--- config.mk ---
export PLATFORM = sky130hd
export DESIGN_NAME = dual_slope_adc_sequencer_display
export DESIGN_NICKNAME = d
export VERILOG_FILES = /design/src/verilog/adc_seq_pkg.sv /design/src/verilog/dual_slope_adc_sequencer_display.sv
export SDC_FILE = /design/constraint.sdc
export NUM_CORES = 1
export LEC_CHECK = 0
export BUFFER_PORTS_ARGS = -buffer_cell sky130_fd_sc_hd__buf_2
export CAP_MARGIN = 40
export CORE_MARGIN = 3
export CORE_UTILIZATION = 51
export CTS_BUF_LIST = sky130_fd_sc_hd__clkbuf_8
export CTS_CLUSTER_DIAMETER = 50
export DETAILED_ROUTE_END_ITERATION = 7
export GPL_TIMING_DRIVEN = 0
export PLACE_DENSITY_LB_ADDON = 0.3
export SYNTH_ARGS = -nofsm -noshare
export SYNTH_HDL_FRONTEND = slang
export SYNTH_SLANG_ARGS = --single-unit
export TNS_END_PERCENT = 30
--- constraint.sdc ---
create_clock -name clk_i -period 6 [get_ports clk_i]
set_clock_uncertainty 0.2 [all_clocks]
set_input_delay 0.9 -clock clk_i [delete_from_list [all_inputs] [get_ports clk_i]]
set_output_delay 0.9 -clock clk_i [all_outputs]
set_load 0.02 [all_outputs]
--- src/verilog/adc_seq_pkg.sv ---
// Constants and types shared by the dual-slope converter sequencer.
// Assumes one free-running oscillator clock drives all of the logic.
package adc_seq_pkg;

	// ****************************************
	// Timing
	// ****************************************
	localparam int unsigned OSC_DIV      = 4;     // Oscillator clocks per count
	localparam int unsigned INTEG_COUNTS = 1000;  // Signal integrate length
	localparam int unsigned DEINT_MAX    = 2000;  // Longest de-integrate, full scale
	localparam int unsigned CYCLE_COUNTS = 4000;  // Whole measure cycle
	localparam int unsigned BP_DIV       = 800;   // Oscillator clocks per backplane period
	localparam int unsigned BP_HALF      = BP_DIV / 2;

	localparam logic [1:0]  PRE_LAST   = 2'(OSC_DIV - 1);
	localparam logic [11:0] INTEG_LAST = 12'(INTEG_COUNTS - 1);
	localparam logic [11:0] CYCLE_LAST = 12'(CYCLE_COUNTS - 1);
	localparam logic [8:0]  BP_LAST    = 9'(BP_HALF - 1);

	// ****************************************
	// Reset values
	// ****************************************
	localparam logic [1:0]  PRE_RST   = 2'h0;
	localparam logic [11:0] CYCLE_RST = 12'h000;
	localparam logic [8:0]  BP_RST    = 9'h000;
	localparam logic [3:0]  DIGIT_RST = 4'h0;
	localparam logic [1:0]  THOU_RST  = 2'h0;

	// ****************************************
	// Digit values
	// ****************************************
	localparam logic [3:0] DIGIT_NINE = 4'h9;
	localparam logic [3:0] DIGIT_ZERO = 4'h0;
	localparam logic [1:0] THOU_FULL  = 2'(DEINT_MAX / 1000);
	localparam logic [6:0] SEG_ALL    = 7'h7f;
	localparam logic [6:0] SEG_NONE   = 7'h00;

	// ****************************************
	// Types
	// ****************************************
	typedef enum logic [1:0] {
		PH_INTEGRATE,
		PH_DEINTEGRATE,
		PH_AUTO_ZERO
	} phase_e;

	// Latched reading: sign, thousands, and three decades
	typedef struct packed {
		logic       minus;
		logic       over;
		logic [1:0] thou;
		logic [3:0] hund;
		logic [3:0] tens;
		logic [3:0] units;
	} reading_s;

	// Segment drive, each digit gfedcba
	typedef struct packed {
		logic       minus;
		logic       thou_one;
		logic [6:0] hund;
		logic [6:0] tens;
		logic [6:0] units;
	} seg_s;

endpackage

--- src/verilog/dual_slope_adc_sequencer_display.sv ---
// Digital control of a dual-slope converter: sequencer, reading latch, display drive.
// Assumes the comparator and control inputs are synchronous to the oscillator clock.
`timescale 1ns/1ps

module dual_slope_adc_sequencer_display
	import adc_seq_pkg::*;
#(
	parameter bit LCD_VARIANT = 1'b1
) (
	// Clock and reset
	input  wire logic   clk_i,
	input  wire logic   rst_i,
	// Analog front end
	input  wire logic   integ_positive_i,
	output phase_e      phase_o,
	output logic        ref_negative_o,
	// Front panel controls
	input  wire logic   reading_hold_input_i,
	input  wire logic   lamp_test_i,
	// Display
	output seg_s        seg_o,
	output logic        backplane_drive_o,
	output logic        over_range_o
);

	// ****************************************
	// Seven-segment decode
	// ****************************************
	function automatic logic [6:0] seven_seg(input logic [3:0] d);
		logic [6:0] s;
		s = SEG_NONE;
		case (d)
			4'h0: s = 7'h3f;
			4'h1: s = 7'h06;
			4'h2: s = 7'h5b;
			4'h3: s = 7'h4f;
			4'h4: s = 7'h66;
			4'h5: s = 7'h6d;
			4'h6: s = 7'h7d;
			4'h7: s = 7'h07;
			4'h8: s = 7'h7f;
			4'h9: s = 7'h6f;
			default: s = SEG_NONE;
		endcase
		return s;
	endfunction

	// ****************************************
	// Count clock prescaler
	// ****************************************
	logic [1:0] pre_q;
	logic [1:0] pre_d;
	logic       tick;

	// The count clock is an enable, not a derived clock, so all logic stays on one edge
	assign tick  = (pre_q == PRE_LAST);
	assign pre_d = tick ? PRE_RST : pre_q + 2'h1;

	always_ff @(posedge clk_i or posedge rst_i) begin
		if (rst_i) begin
			pre_q <= PRE_RST;
		end else begin
			pre_q <= pre_d;
		end
	end

	// ****************************************
	// Measure cycle position
	// ****************************************
	// A single count of the whole cycle fixes the period no matter where
	// de-integrate stops, so auto-zero simply runs out the remainder.
	logic [11:0] cycle_q;
	logic [11:0] cycle_d;
	logic        cycle_end;
	logic        integ_end;

	assign cycle_end = tick && (cycle_q == CYCLE_LAST);
	assign integ_end = tick && (cycle_q == INTEG_LAST);
	assign cycle_d   = cycle_end ? CYCLE_RST : (tick ? cycle_q + 12'h001 : cycle_q);

	always_ff @(posedge clk_i or posedge rst_i) begin
		if (rst_i) begin
			cycle_q <= CYCLE_RST;
		end else begin
			cycle_q <= cycle_d;
		end
	end

	// ****************************************
	// De-integrate decade counters
	// ****************************************
	// Digits only step on de-integrate ticks; two bits suffice for the
	// thousands place, since 2000 is the top reading
	logic [3:0] dec_q [3];
	logic [3:0] dec_d [3];
	logic [3:0] carry;
	logic [1:0] thou_q;
	logic [1:0] thou_d;
	logic       count_en;
	logic       count_clr;

	assign carry[0] = count_en;

	generate
		for (genvar i = 0; i < 3; i++) begin : g_decade
			assign carry[i+1] = carry[i] && (dec_q[i] == DIGIT_NINE);
			assign dec_d[i]   = count_clr ? DIGIT_RST :
				(carry[i] ? ((dec_q[i] == DIGIT_NINE) ? DIGIT_ZERO : dec_q[i] + 4'h1) :
				dec_q[i]);

			always_ff @(posedge clk_i or posedge rst_i) begin
				if (rst_i) begin
					dec_q[i] <= DIGIT_RST;
				end else begin
					dec_q[i] <= dec_d[i];
				end
			end
		end
	endgenerate

	assign thou_d = count_clr ? THOU_RST : (carry[3] ? thou_q + 2'h1 : thou_q);

	always_ff @(posedge clk_i or posedge rst_i) begin
		if (rst_i) begin
			thou_q <= THOU_RST;
		end else begin
			thou_q <= thou_d;
		end
	end

	// ****************************************
	// Phase sequencer
	// ****************************************
	phase_e phase_q;
	phase_e phase_d;
	logic   neg_q;
	logic   neg_d;
	logic   crossed;
	logic   at_full;
	logic   deint_end;
	logic   over_now;
	logic   in_deint;

	assign in_deint  = (phase_q == PH_DEINTEGRATE);
	// Zero crossing: integrator has swung back past the sampled polarity
	assign crossed   = (integ_positive_i == neg_q);
	// Count 1999 on a non-crossing tick steps to 2000, the full-scale limit;
	// the decade carry is left out, since it rises on that very tick
	assign at_full   = (thou_q == THOU_FULL - 2'h1)
		&& (dec_q[0] == DIGIT_NINE)
		&& (dec_q[1] == DIGIT_NINE)
		&& (dec_q[2] == DIGIT_NINE);
	assign deint_end = in_deint && tick && (crossed || at_full);
	// A crossing on the last tick wins, so exactly full scale is not over-range
	assign over_now  = deint_end && !crossed;
	assign count_en  = in_deint && tick && !crossed;
	assign count_clr = integ_end;

	always_comb begin
		phase_d = phase_q;
		neg_d   = neg_q;
		case (phase_q)
			PH_INTEGRATE: begin
				if (integ_end) begin
					// Negative input leaves the integrator below zero
					neg_d   = !integ_positive_i;
					phase_d = PH_DEINTEGRATE;
				end
			end
			PH_DEINTEGRATE: begin
				if (deint_end) begin
					phase_d = PH_AUTO_ZERO;
				end
			end
			PH_AUTO_ZERO: begin
				if (cycle_end) begin
					phase_d = PH_INTEGRATE;
				end
			end
			default: phase_d = PH_INTEGRATE;
		endcase
	end

	// Reset starts a fresh cycle at the head of signal integrate
	always_ff @(posedge clk_i or posedge rst_i) begin
		if (rst_i) begin
			phase_q <= PH_INTEGRATE;
			neg_q   <= 1'b0;
		end else begin
			phase_q <= phase_d;
			neg_q   <= neg_d;
		end
	end

	// ****************************************
	// Reading latch
	// ****************************************
	reading_s rd_q;
	reading_s rd_d;
	logic     load;

	// Hold only stops the load; counters and phases run on, so the cycle
	// length never depends on hold
	assign load = deint_end && !reading_hold_input_i;

	always_comb begin
		rd_d = rd_q;
		if (load) begin
			rd_d.minus = neg_q;
			rd_d.over  = over_now;
			rd_d.thou  = thou_q;
			rd_d.hund  = dec_q[2];
			rd_d.tens  = dec_q[1];
			rd_d.units = dec_q[0];
		end
	end

	always_ff @(posedge clk_i or posedge rst_i) begin
		if (rst_i) begin
			rd_q <= '0;
		end else begin
			rd_q <= rd_d;
		end
	end

	// ****************************************
	// Backplane divider
	// ****************************************
	logic [8:0] bp_cnt_q;
	logic [8:0] bp_cnt_d;
	logic       bp_q;
	logic       bp_d;
	logic       bp_flip;

	// The divider also runs in the LED build; only its output is cut
	assign bp_flip  = (bp_cnt_q == BP_LAST);
	assign bp_cnt_d = bp_flip ? BP_RST : bp_cnt_q + 9'h001;
	assign bp_d     = LCD_VARIANT ? (bp_q ^ bp_flip) : 1'b0;

	always_ff @(posedge clk_i or posedge rst_i) begin
		if (rst_i) begin
			bp_cnt_q <= BP_RST;
			bp_q     <= 1'b0;
		end else begin
			bp_cnt_q <= bp_cnt_d;
			bp_q     <= bp_d;
		end
	end

	// ****************************************
	// Segment drive
	// ****************************************
	seg_s lit;
	seg_s seg_d;

	// Segments decode the latch's next value, so digits, sign and the
	// over-range flag all change on the same edge
	// Lamp test keeps the square wave on LCD, so no DC stands on the glass
	assign lit = lamp_test_i ? seg_s'('1) :
		rd_d.over ? seg_s'{minus: rd_d.minus, thou_one: 1'b1,
			hund: SEG_NONE, tens: SEG_NONE, units: SEG_NONE} :
		seg_s'{minus: rd_d.minus, thou_one: (rd_d.thou != THOU_RST),
			hund: seven_seg(rd_d.hund), tens: seven_seg(rd_d.tens),
			units: seven_seg(rd_d.units)};

	// Next backplane level used so segments and backplane switch together
	assign seg_d = LCD_VARIANT ? (lit ^ {$bits(seg_s){bp_d}}) : lit;

	always_ff @(posedge clk_i or posedge rst_i) begin
		if (rst_i) begin
			seg_o             <= '0;
			backplane_drive_o <= 1'b0;
			phase_o           <= PH_INTEGRATE;
			ref_negative_o    <= 1'b0;
			over_range_o      <= 1'b0;
		end else begin
			seg_o             <= seg_d;
			backplane_drive_o <= bp_d;
			phase_o           <= phase_d;
			ref_negative_o    <= neg_d;
			over_range_o      <= rd_d.over;
		end
	end

endmodule

-- After elaboration in Yosys (flattened, before gate mapping)
Memory sizes are Yosys's and may differ from the RTL's.
Cells that the tools add are included.
- flip-flop bits (word level): 80
- memory bits (read-only): 336
- bits of input ports: 5
- memories kept: 3
- $add $sub $neg: 7
- eq/ne operators: 14
- multiplexer cells: 22
- bitwise gates (word level): 2
- reduce and logical (&&, ||, !) cells: 26
- memories (name ; depth ; bits a word ; rd ports ; clocked after memory_dff ; wr ports ; RTL line ; RTL):
    (no name shown) ; 16 ; 7 ; 1 ; 0 ; 0 ; dual_slope_adc_sequencer_display.sv:32 ; case (d)
    (no name shown) ; 16 ; 7 ; 1 ; 0 ; 0 ; dual_slope_adc_sequencer_display.sv:32 ;
    (no name shown) ; 16 ; 7 ; 1 ; 0 ; 0 ; dual_slope_adc_sequencer_display.sv:32 ;
- operator list (kind ; number):
    $mux W4 ; 9
    $mux W12 ; 2
    $mux W23 ; 1
    $xor A23 B23 Y23 ; 1
    $mux W22 ; 1
    $mux W16 ; 1
    $logic_and A1 B1 Y1 ; 13
    $add A12 B1 Y12 const B ; 1
    $add A4 B1 Y4 const B ; 3
    $eq A12 B10 Y1 const B ; 1
    $eq A12 B12 Y1 const B ; 1
    $eq A4 B4 Y1 const B ; 3
    $mux W2 ; 6
    $reduce_bool A2 Y1 ; 6
    $add A9 B1 Y9 const B ; 1
    $eq A9 B9 Y1 const B ; 1
    $mux W9 ; 1
    $ne A2 B2 Y1 const B ; 3
    $pmux W2 S3 ; 1
    $add A2 B1 Y2 const B ; 2
    $eq A2 B1 Y1 const B ; 2
    $eq A2 B2 Y1 const B ; 2
    $logic_not A1 Y1 ; 3
    $reduce_and A3 Y1 ; 1
    other kinds (5) ; 5

-- Longest topological paths before layout
- depth after elaboration: 12
- depth in mapped cells: 15

-- Worst setup path before layout
Ideal clock, no wire load.
- kind: input -> register
- start: input integ_positive_i
- end: register seg_o[12] (netlist name)
- arrival: 2980 ps
- slack: 2696 ps
- cell stages on the path: 11
- buffers on the path: 2
- cells stage by stage: xnor2_1 -> a41o_2 -> nand2_4 -> buf_2 -> buf_2 -> a21oi_1 -> inv_1 -> ha_1 -> o311ai_0 -> a31oi_1 -> xnor2_1
- RTL lines (what ; RTL line ; RTL):
    start: declaration ; dual_slope_adc_sequencer_display.sv:14 ; input wire logic integ_positive_i,
    end signal: assignment ; dual_slope_adc_sequencer_display.sv:277 ; seg_o <= seg_d;
    end: declaration ; dual_slope_adc_sequencer_display.sv:21 ; output seg_s seg_o,

==> summary.txt <==
====================================================================================
Post-placement cell area                                                0.00491 mm^2
Startpoint kind of the worst setup timing path                          primary input
Net Sw Power                                                                  246 uW
Placement Setup Slack                                                        1.89 ns
Starting DRT DRC Count                                                           341
Initial Util                                                                   52.7%
Growth of design area from synthesis to finish                                 11.2%
Post-CTS setup-driven buffer insertion count                                       0
I/O pin count                                                                     33
Routed via count                                                               3,816
Estimated wirelength of the detail-placed design                             7670 um
DRT Pass-1 Iters                                                                   6
DRC violations left                                                                0
Vias in the first global route                                                 3,614
Area of the mapped netlist                                              0.00460 mm^2
Post-synthesis sequential area ratio                                           43.5%
Cell with the most instances on the worst path                          sky130_fd_sc_hd__buf_2
Cell family contributing the most delay on the critical path            compound AO/OA/AOI/OAI gates
Worst hold start                                                            pre_q[0]
Clock latency on the worst-skew pair                                         0.37 ns
Cell depth of the worst flop-to-flop path                                         13
Total die area                                                           0.0102 mm^2
Setup repair after global routing missed its margin                               no
Post-layout net count                                                            559
Input/output buffers                                                              31
Storage cell area                                                       0.00200 mm^2
Minimum setup slack among reg-to-reg paths                                   2.31 ns
Highest metal layer used by the detailed router                                 met4
Yosys warning total                                                                0
Reg power frac                                                                 54.6%
FF-to-FF Start                                                              dec_q[5]
Count of max-cap constraint violations                                             0
Number of enable flip-flop cells after synthesis                                   0
Internal power contribution                                                   746 uW
Share of flip-flops with an asynchronous set or reset after synthesis           100%
Sum of met3 wire segment lengths after detailed routing                       659 um
Final RePlAce weighted congestion                                              0.916
Slew Limit Headroom                                                            54.6%
Cell variety after synth                                                          66
Maximum resistive drop on vdd                                             0.000128 V
Critical-path cell list                                                 buf_2 > xnor2_1 > a41o_2 > nand2_4 > buf_2 > buf_2 > nand2_1 > nand2_1 > ha_1 > nor3_1 > a211oi_1 > o221ai_1 > o311ai_0
Number of filler cells placed in the layout                                      754
Worst Path Max Fanout                                                             10
CP Buf/Inv Count                                                                   3
Post-route setup slack                                                       2.16 ns
CTS H-Tree Depth                                                                   3
FF-to-FF End                                                               seg_o[19]
Horizontal extent of the die                                                  101 um
Total CTS buffers                                                                  9
Wire length on met1                                                          4960 um
Number of nets with antenna violations after detailed routing                      0
Arrival time at the worst endpoint                                           3.89 ns
Portion of total power attributed to combinational logic                        3.4%
Final hold violations                                                              0
Clock transition at the registers of the reported paths                      0.08 ns
Clk Tree Root Cell                                                      sky130_fd_sc_hd__clkbuf_8
Core Footprint                                                          0.00872 mm^2
Sum of routed wire length over all layers                                  10,700 um
Hold Crit Depth                                                                    1
Initial antenna violation count                                                    0
Maximum number of pins on one net before global-route repair                      45
Clock Power Share                                                              42.0%
Critical Path RT                                                             6.05 ns
Worst setup path class                                                  primary input to register
P_leak                                                                       2.17 nW
Overall die height                                                            101 um
Number of vias per cell after detailed routing                                  5.83
Total number of clock tree sinks                                                  80
Final max-slew violation count                                                     0
Number of placement rows                                                          34
Highest cell delay on the worst timing path                                  0.41 ns
Synthesized area per cell                                                  9.24 um^2
Post-CTS Resized                                                                   0
Fraction of layout cells with a size suffix above 1                            14.7%
Slowest library cell on the worst path                                  sky130_fd_sc_hd__a211oi_1
Grt ovf                                                                            0
Global-route wire length before repair                                     17,800 um
Fraction of power spent switching nets                                         24.8%
Result of the run                                                       finished, final reports clean
Dominant register cell in the synthesized netlist                       sky130_fd_sc_hd__dfrtp_1
N_diodes                                                                           0
Max Clk Rate                                                                 260 MHz
Final non-filler cell area                                              0.00511 mm^2
WL met2                                                                      4830 um
Worst Max-Slew Pin Slew                                                     0.676 ns
Time the final worst path needs with I/O delays and setup                    3.84 ns
Final sum of negative setup slack                                               0 ns
Flip-flop and latch count after synthesis                                         80
Area taken by multi-input logic gates                                   0.00239 mm^2
Final clock period utilization by the worst path                               64.0%
Hold bufs inserted after CTS                                                       0
Number of instances in the synthesized netlist                                   498
Overall track demand over capacity in global routing                           22.2%
Total setup violations reported at the end of the flow                             0
Clk buf depth                                                                      2
Hold crit path type                                                     register to register
Hold Path Sink                                                              pre_q[0]
Total power density per cell area                                        194 mW/mm^2
Net count after synthesis                                                        516
Routed length per instance                                                   16.3 um
CTS tree                                                                       built
Critical path endpoint category                                             register
====================================================================================
==> worst register-to-register path, stage by stage, from the launching register on <==
cell	delay [ns]
sky130_fd_sc_hd__dfrtp_1	0.33
sky130_fd_sc_hd__buf_2	0.19
sky130_fd_sc_hd__and4bb_1	0.26
sky130_fd_sc_hd__a41o_2	0.35
sky130_fd_sc_hd__nand2_4	0.16
sky130_fd_sc_hd__buf_2	0.31
sky130_fd_sc_hd__buf_2	0.31
sky130_fd_sc_hd__nand2_1	0.10
sky130_fd_sc_hd__nand2_1	0.11
sky130_fd_sc_hd__ha_1	0.20
sky130_fd_sc_hd__nor3_1	0.07
sky130_fd_sc_hd__a211oi_1	0.41
sky130_fd_sc_hd__o221ai_1	0.23
sky130_fd_sc_hd__o311ai_0	0.35
==> placed cells by master (no fill, tap or decap), types with 3 or more instances in the layout <==
cell / n
sky130_fd_sc_hd__dfrtp_1: 80
sky130_fd_sc_hd__nand2_1: 52
sky130_fd_sc_hd__nor2_1: 52
sky130_fd_sc_hd__buf_2: 37
sky130_fd_sc_hd__xnor2_1: 33
sky130_fd_sc_hd__a21oi_1: 30
sky130_fd_sc_hd__o21ai_0: 27
sky130_fd_sc_hd__nand3_1: 18
sky130_fd_sc_hd__inv_1: 17
sky130_fd_sc_hd__ha_1: 13
sky130_fd_sc_hd__clkbuf_1: 12
sky130_fd_sc_hd__nor3_1: 11
sky130_fd_sc_hd__xor2_1: 11
sky130_fd_sc_hd__and3_1: 10
sky130_fd_sc_hd__o211ai_1: 9
sky130_fd_sc_hd__clkbuf_8: 9
sky130_fd_sc_hd__o221ai_1: 7
sky130_fd_sc_hd__o31ai_1: 6
sky130_fd_sc_hd__nand4_1: 5
sky130_fd_sc_hd__nand2b_1: 5
sky130_fd_sc_hd__nand3b_1: 5
sky130_fd_sc_hd__buf_4: 4
sky130_fd_sc_hd__nor4_1: 4
sky130_fd_sc_hd__or2_2: 4
sky130_fd_sc_hd__a221oi_1: 4
sky130_fd_sc_hd__a31oi_1: 4
sky130_fd_sc_hd__nor2b_1: 4
sky130_fd_sc_hd__buf_1: 3
sky130_fd_sc_hd__and2_1: 3
sky130_fd_sc_hd__mux2i_1: 3
sky130_fd_sc_hd__o311ai_0: 3
sky130_fd_sc_hd__a21o_1: 3
sky130_fd_sc_hd__o21bai_1: 3
sky130_fd_sc_hd__nor4b_1: 3
sky130_fd_sc_hd__o32ai_1: 3
==> how the worst max path moves through the flow <==
stage | slack, ns | depth (start not counted) | from | to
2_1_floorplan | 2.70 | 11 | integ_positive_i | seg_o[12]
3_3_place_gp | 1.96 | 13 | integ_positive_i | seg_o[19]
3_5_place_dp | 1.89 | 13 | integ_positive_i | seg_o[19]
4_1_cts | 2.26 | 13 | integ_positive_i | seg_o[19]
5_1_grt | 2.00 | 13 | integ_positive_i | seg_o[19]
6_report | 2.16 | 13 | integ_positive_i | seg_o[19]
==> final cells by class <==
type,count,share of cell area [%]
flip-flops and latches,80,39.1
well taps,108,2.64
repair buffers,32,3.42
plain buffers,26,2.50
inverters,20,1.52
clock buffers,9,2.42
clock inverters,7,1.54
multi-input cells,372,46.8
==> kinds of logic (layout without fill, tap and decap cells) <==
family | count (synthesis) | count (layout) | synth area share [%]
adders and majority gates | 13 | 13 | 3.54
and+or+nand+nor | 193 | 193 | 22.1
DFF | 80 | 80 | 43.5
xor gates and xnor gates | 44 | 44 | 8.38
AOI/OAI and AO/OA | 117 | 117 | 16.9
muxes | 5 | 5 | 1.14
buffers and inverters | 46 | 94 | 4.41
==> registers in the layout, summed over array words and instances, names as in the netlist <==
register and flops:
backplane_drive_o 1, cycle_q 12, thou_q 2, seg_o 23, rd_q 15, ref_negative_o 1, over_range_o 1, pre_q 2
dec_q 12, phase_o 2, bp_cnt_q 9
==> cells in the mapped netlist, types with 3 or more instances <==
master | instances | area, um^2
sky130_fd_sc_hd__nor2b_1 | 4 | 25.0
sky130_fd_sc_hd__o32ai_1 | 3 | 26.3
sky130_fd_sc_hd__nand3_1 | 18 | 90.1
sky130_fd_sc_hd__o311ai_0 | 3 | 26.3
sky130_fd_sc_hd__ha_1 | 13 | 163
sky130_fd_sc_hd__o21ai_0 | 27 | 135
sky130_fd_sc_hd__clkbuf_1 | 12 | 45.0
sky130_fd_sc_hd__nor4_1 | 4 | 25.0
sky130_fd_sc_hd__a31oi_1 | 4 | 25.0
sky130_fd_sc_hd__nand4_1 | 5 | 31.3
sky130_fd_sc_hd__nand2_1 | 52 | 195
sky130_fd_sc_hd__nor4b_1 | 3 | 26.3
sky130_fd_sc_hd__mux2i_1 | 3 | 30.0
sky130_fd_sc_hd__buf_4 | 4 | 30.0
sky130_fd_sc_hd__a21oi_1 | 30 | 150
sky130_fd_sc_hd__o211ai_1 | 9 | 67.6
sky130_fd_sc_hd__and3_1 | 10 | 62.6
sky130_fd_sc_hd__nor2_1 | 52 | 195
sky130_fd_sc_hd__o21bai_1 | 3 | 22.5
sky130_fd_sc_hd__inv_1 | 18 | 67.6
sky130_fd_sc_hd__o221ai_1 | 7 | 61.3
sky130_fd_sc_hd__buf_2 | 6 | 30.0
sky130_fd_sc_hd__nand3b_1 | 5 | 37.5
sky130_fd_sc_hd__nand2b_1 | 5 | 31.3
sky130_fd_sc_hd__buf_1 | 3 | 11.3
sky130_fd_sc_hd__nor3_1 | 11 | 55.1
sky130_fd_sc_hd__a21o_1 | 3 | 22.5
sky130_fd_sc_hd__a221oi_1 | 4 | 35.0
sky130_fd_sc_hd__or2_2 | 4 | 25.0
sky130_fd_sc_hd__o31ai_1 | 6 | 45.0
sky130_fd_sc_hd__xnor2_1 | 33 | 289
sky130_fd_sc_hd__xor2_1 | 11 | 96.3
sky130_fd_sc_hd__and2_1 | 3 | 18.8
sky130_fd_sc_hd__dfrtp_1 | 80 | 2000
==> power groups by stage <==
stage	sequential (mW)	combinational, mW	clock (mW)
6_report	0.542	0.0335	0.417
5_1_grt	0.542	0.0368	0.445
4_1_cts	0.542	0.0341	0.425
3_5_place_dp	0.552	0.0341	0
3_3_place_gp	0.553	0.0317	0
2_1_floorplan	0.555	0.0197	0
==> per-layer routing <==
| metal | global-route usage, % | vias to the layer above |
|---|---|---|
| met5 | 0 | - |
| met4 | 7.36 | 0 |
| met3 | 4.08 | 19 |
| met2 | 34.8 | 132 |
| met1 | 31.2 | 1803 |
| li1 | - | 1862 |
==> metrics by stage <==
step | total power [mW] | hold WS (ns) | util [%] | cells
2_1_floorplan | 0.574 | 0.203 | - | 498
3_3_place_gp | 0.584 | 0.215 | 56.1 | 637
3_5_place_dp | 0.587 | 0.220 | 56.3 | 638
4_1_cts | 1.00 | 0.232 | 58.7 | 654
5_1_grt | 1.02 | 0.274 | 58.7 | 654
6_report | 0.992 | 0.232 | 58.7 | 654
(Power assumes the default switching activity.)
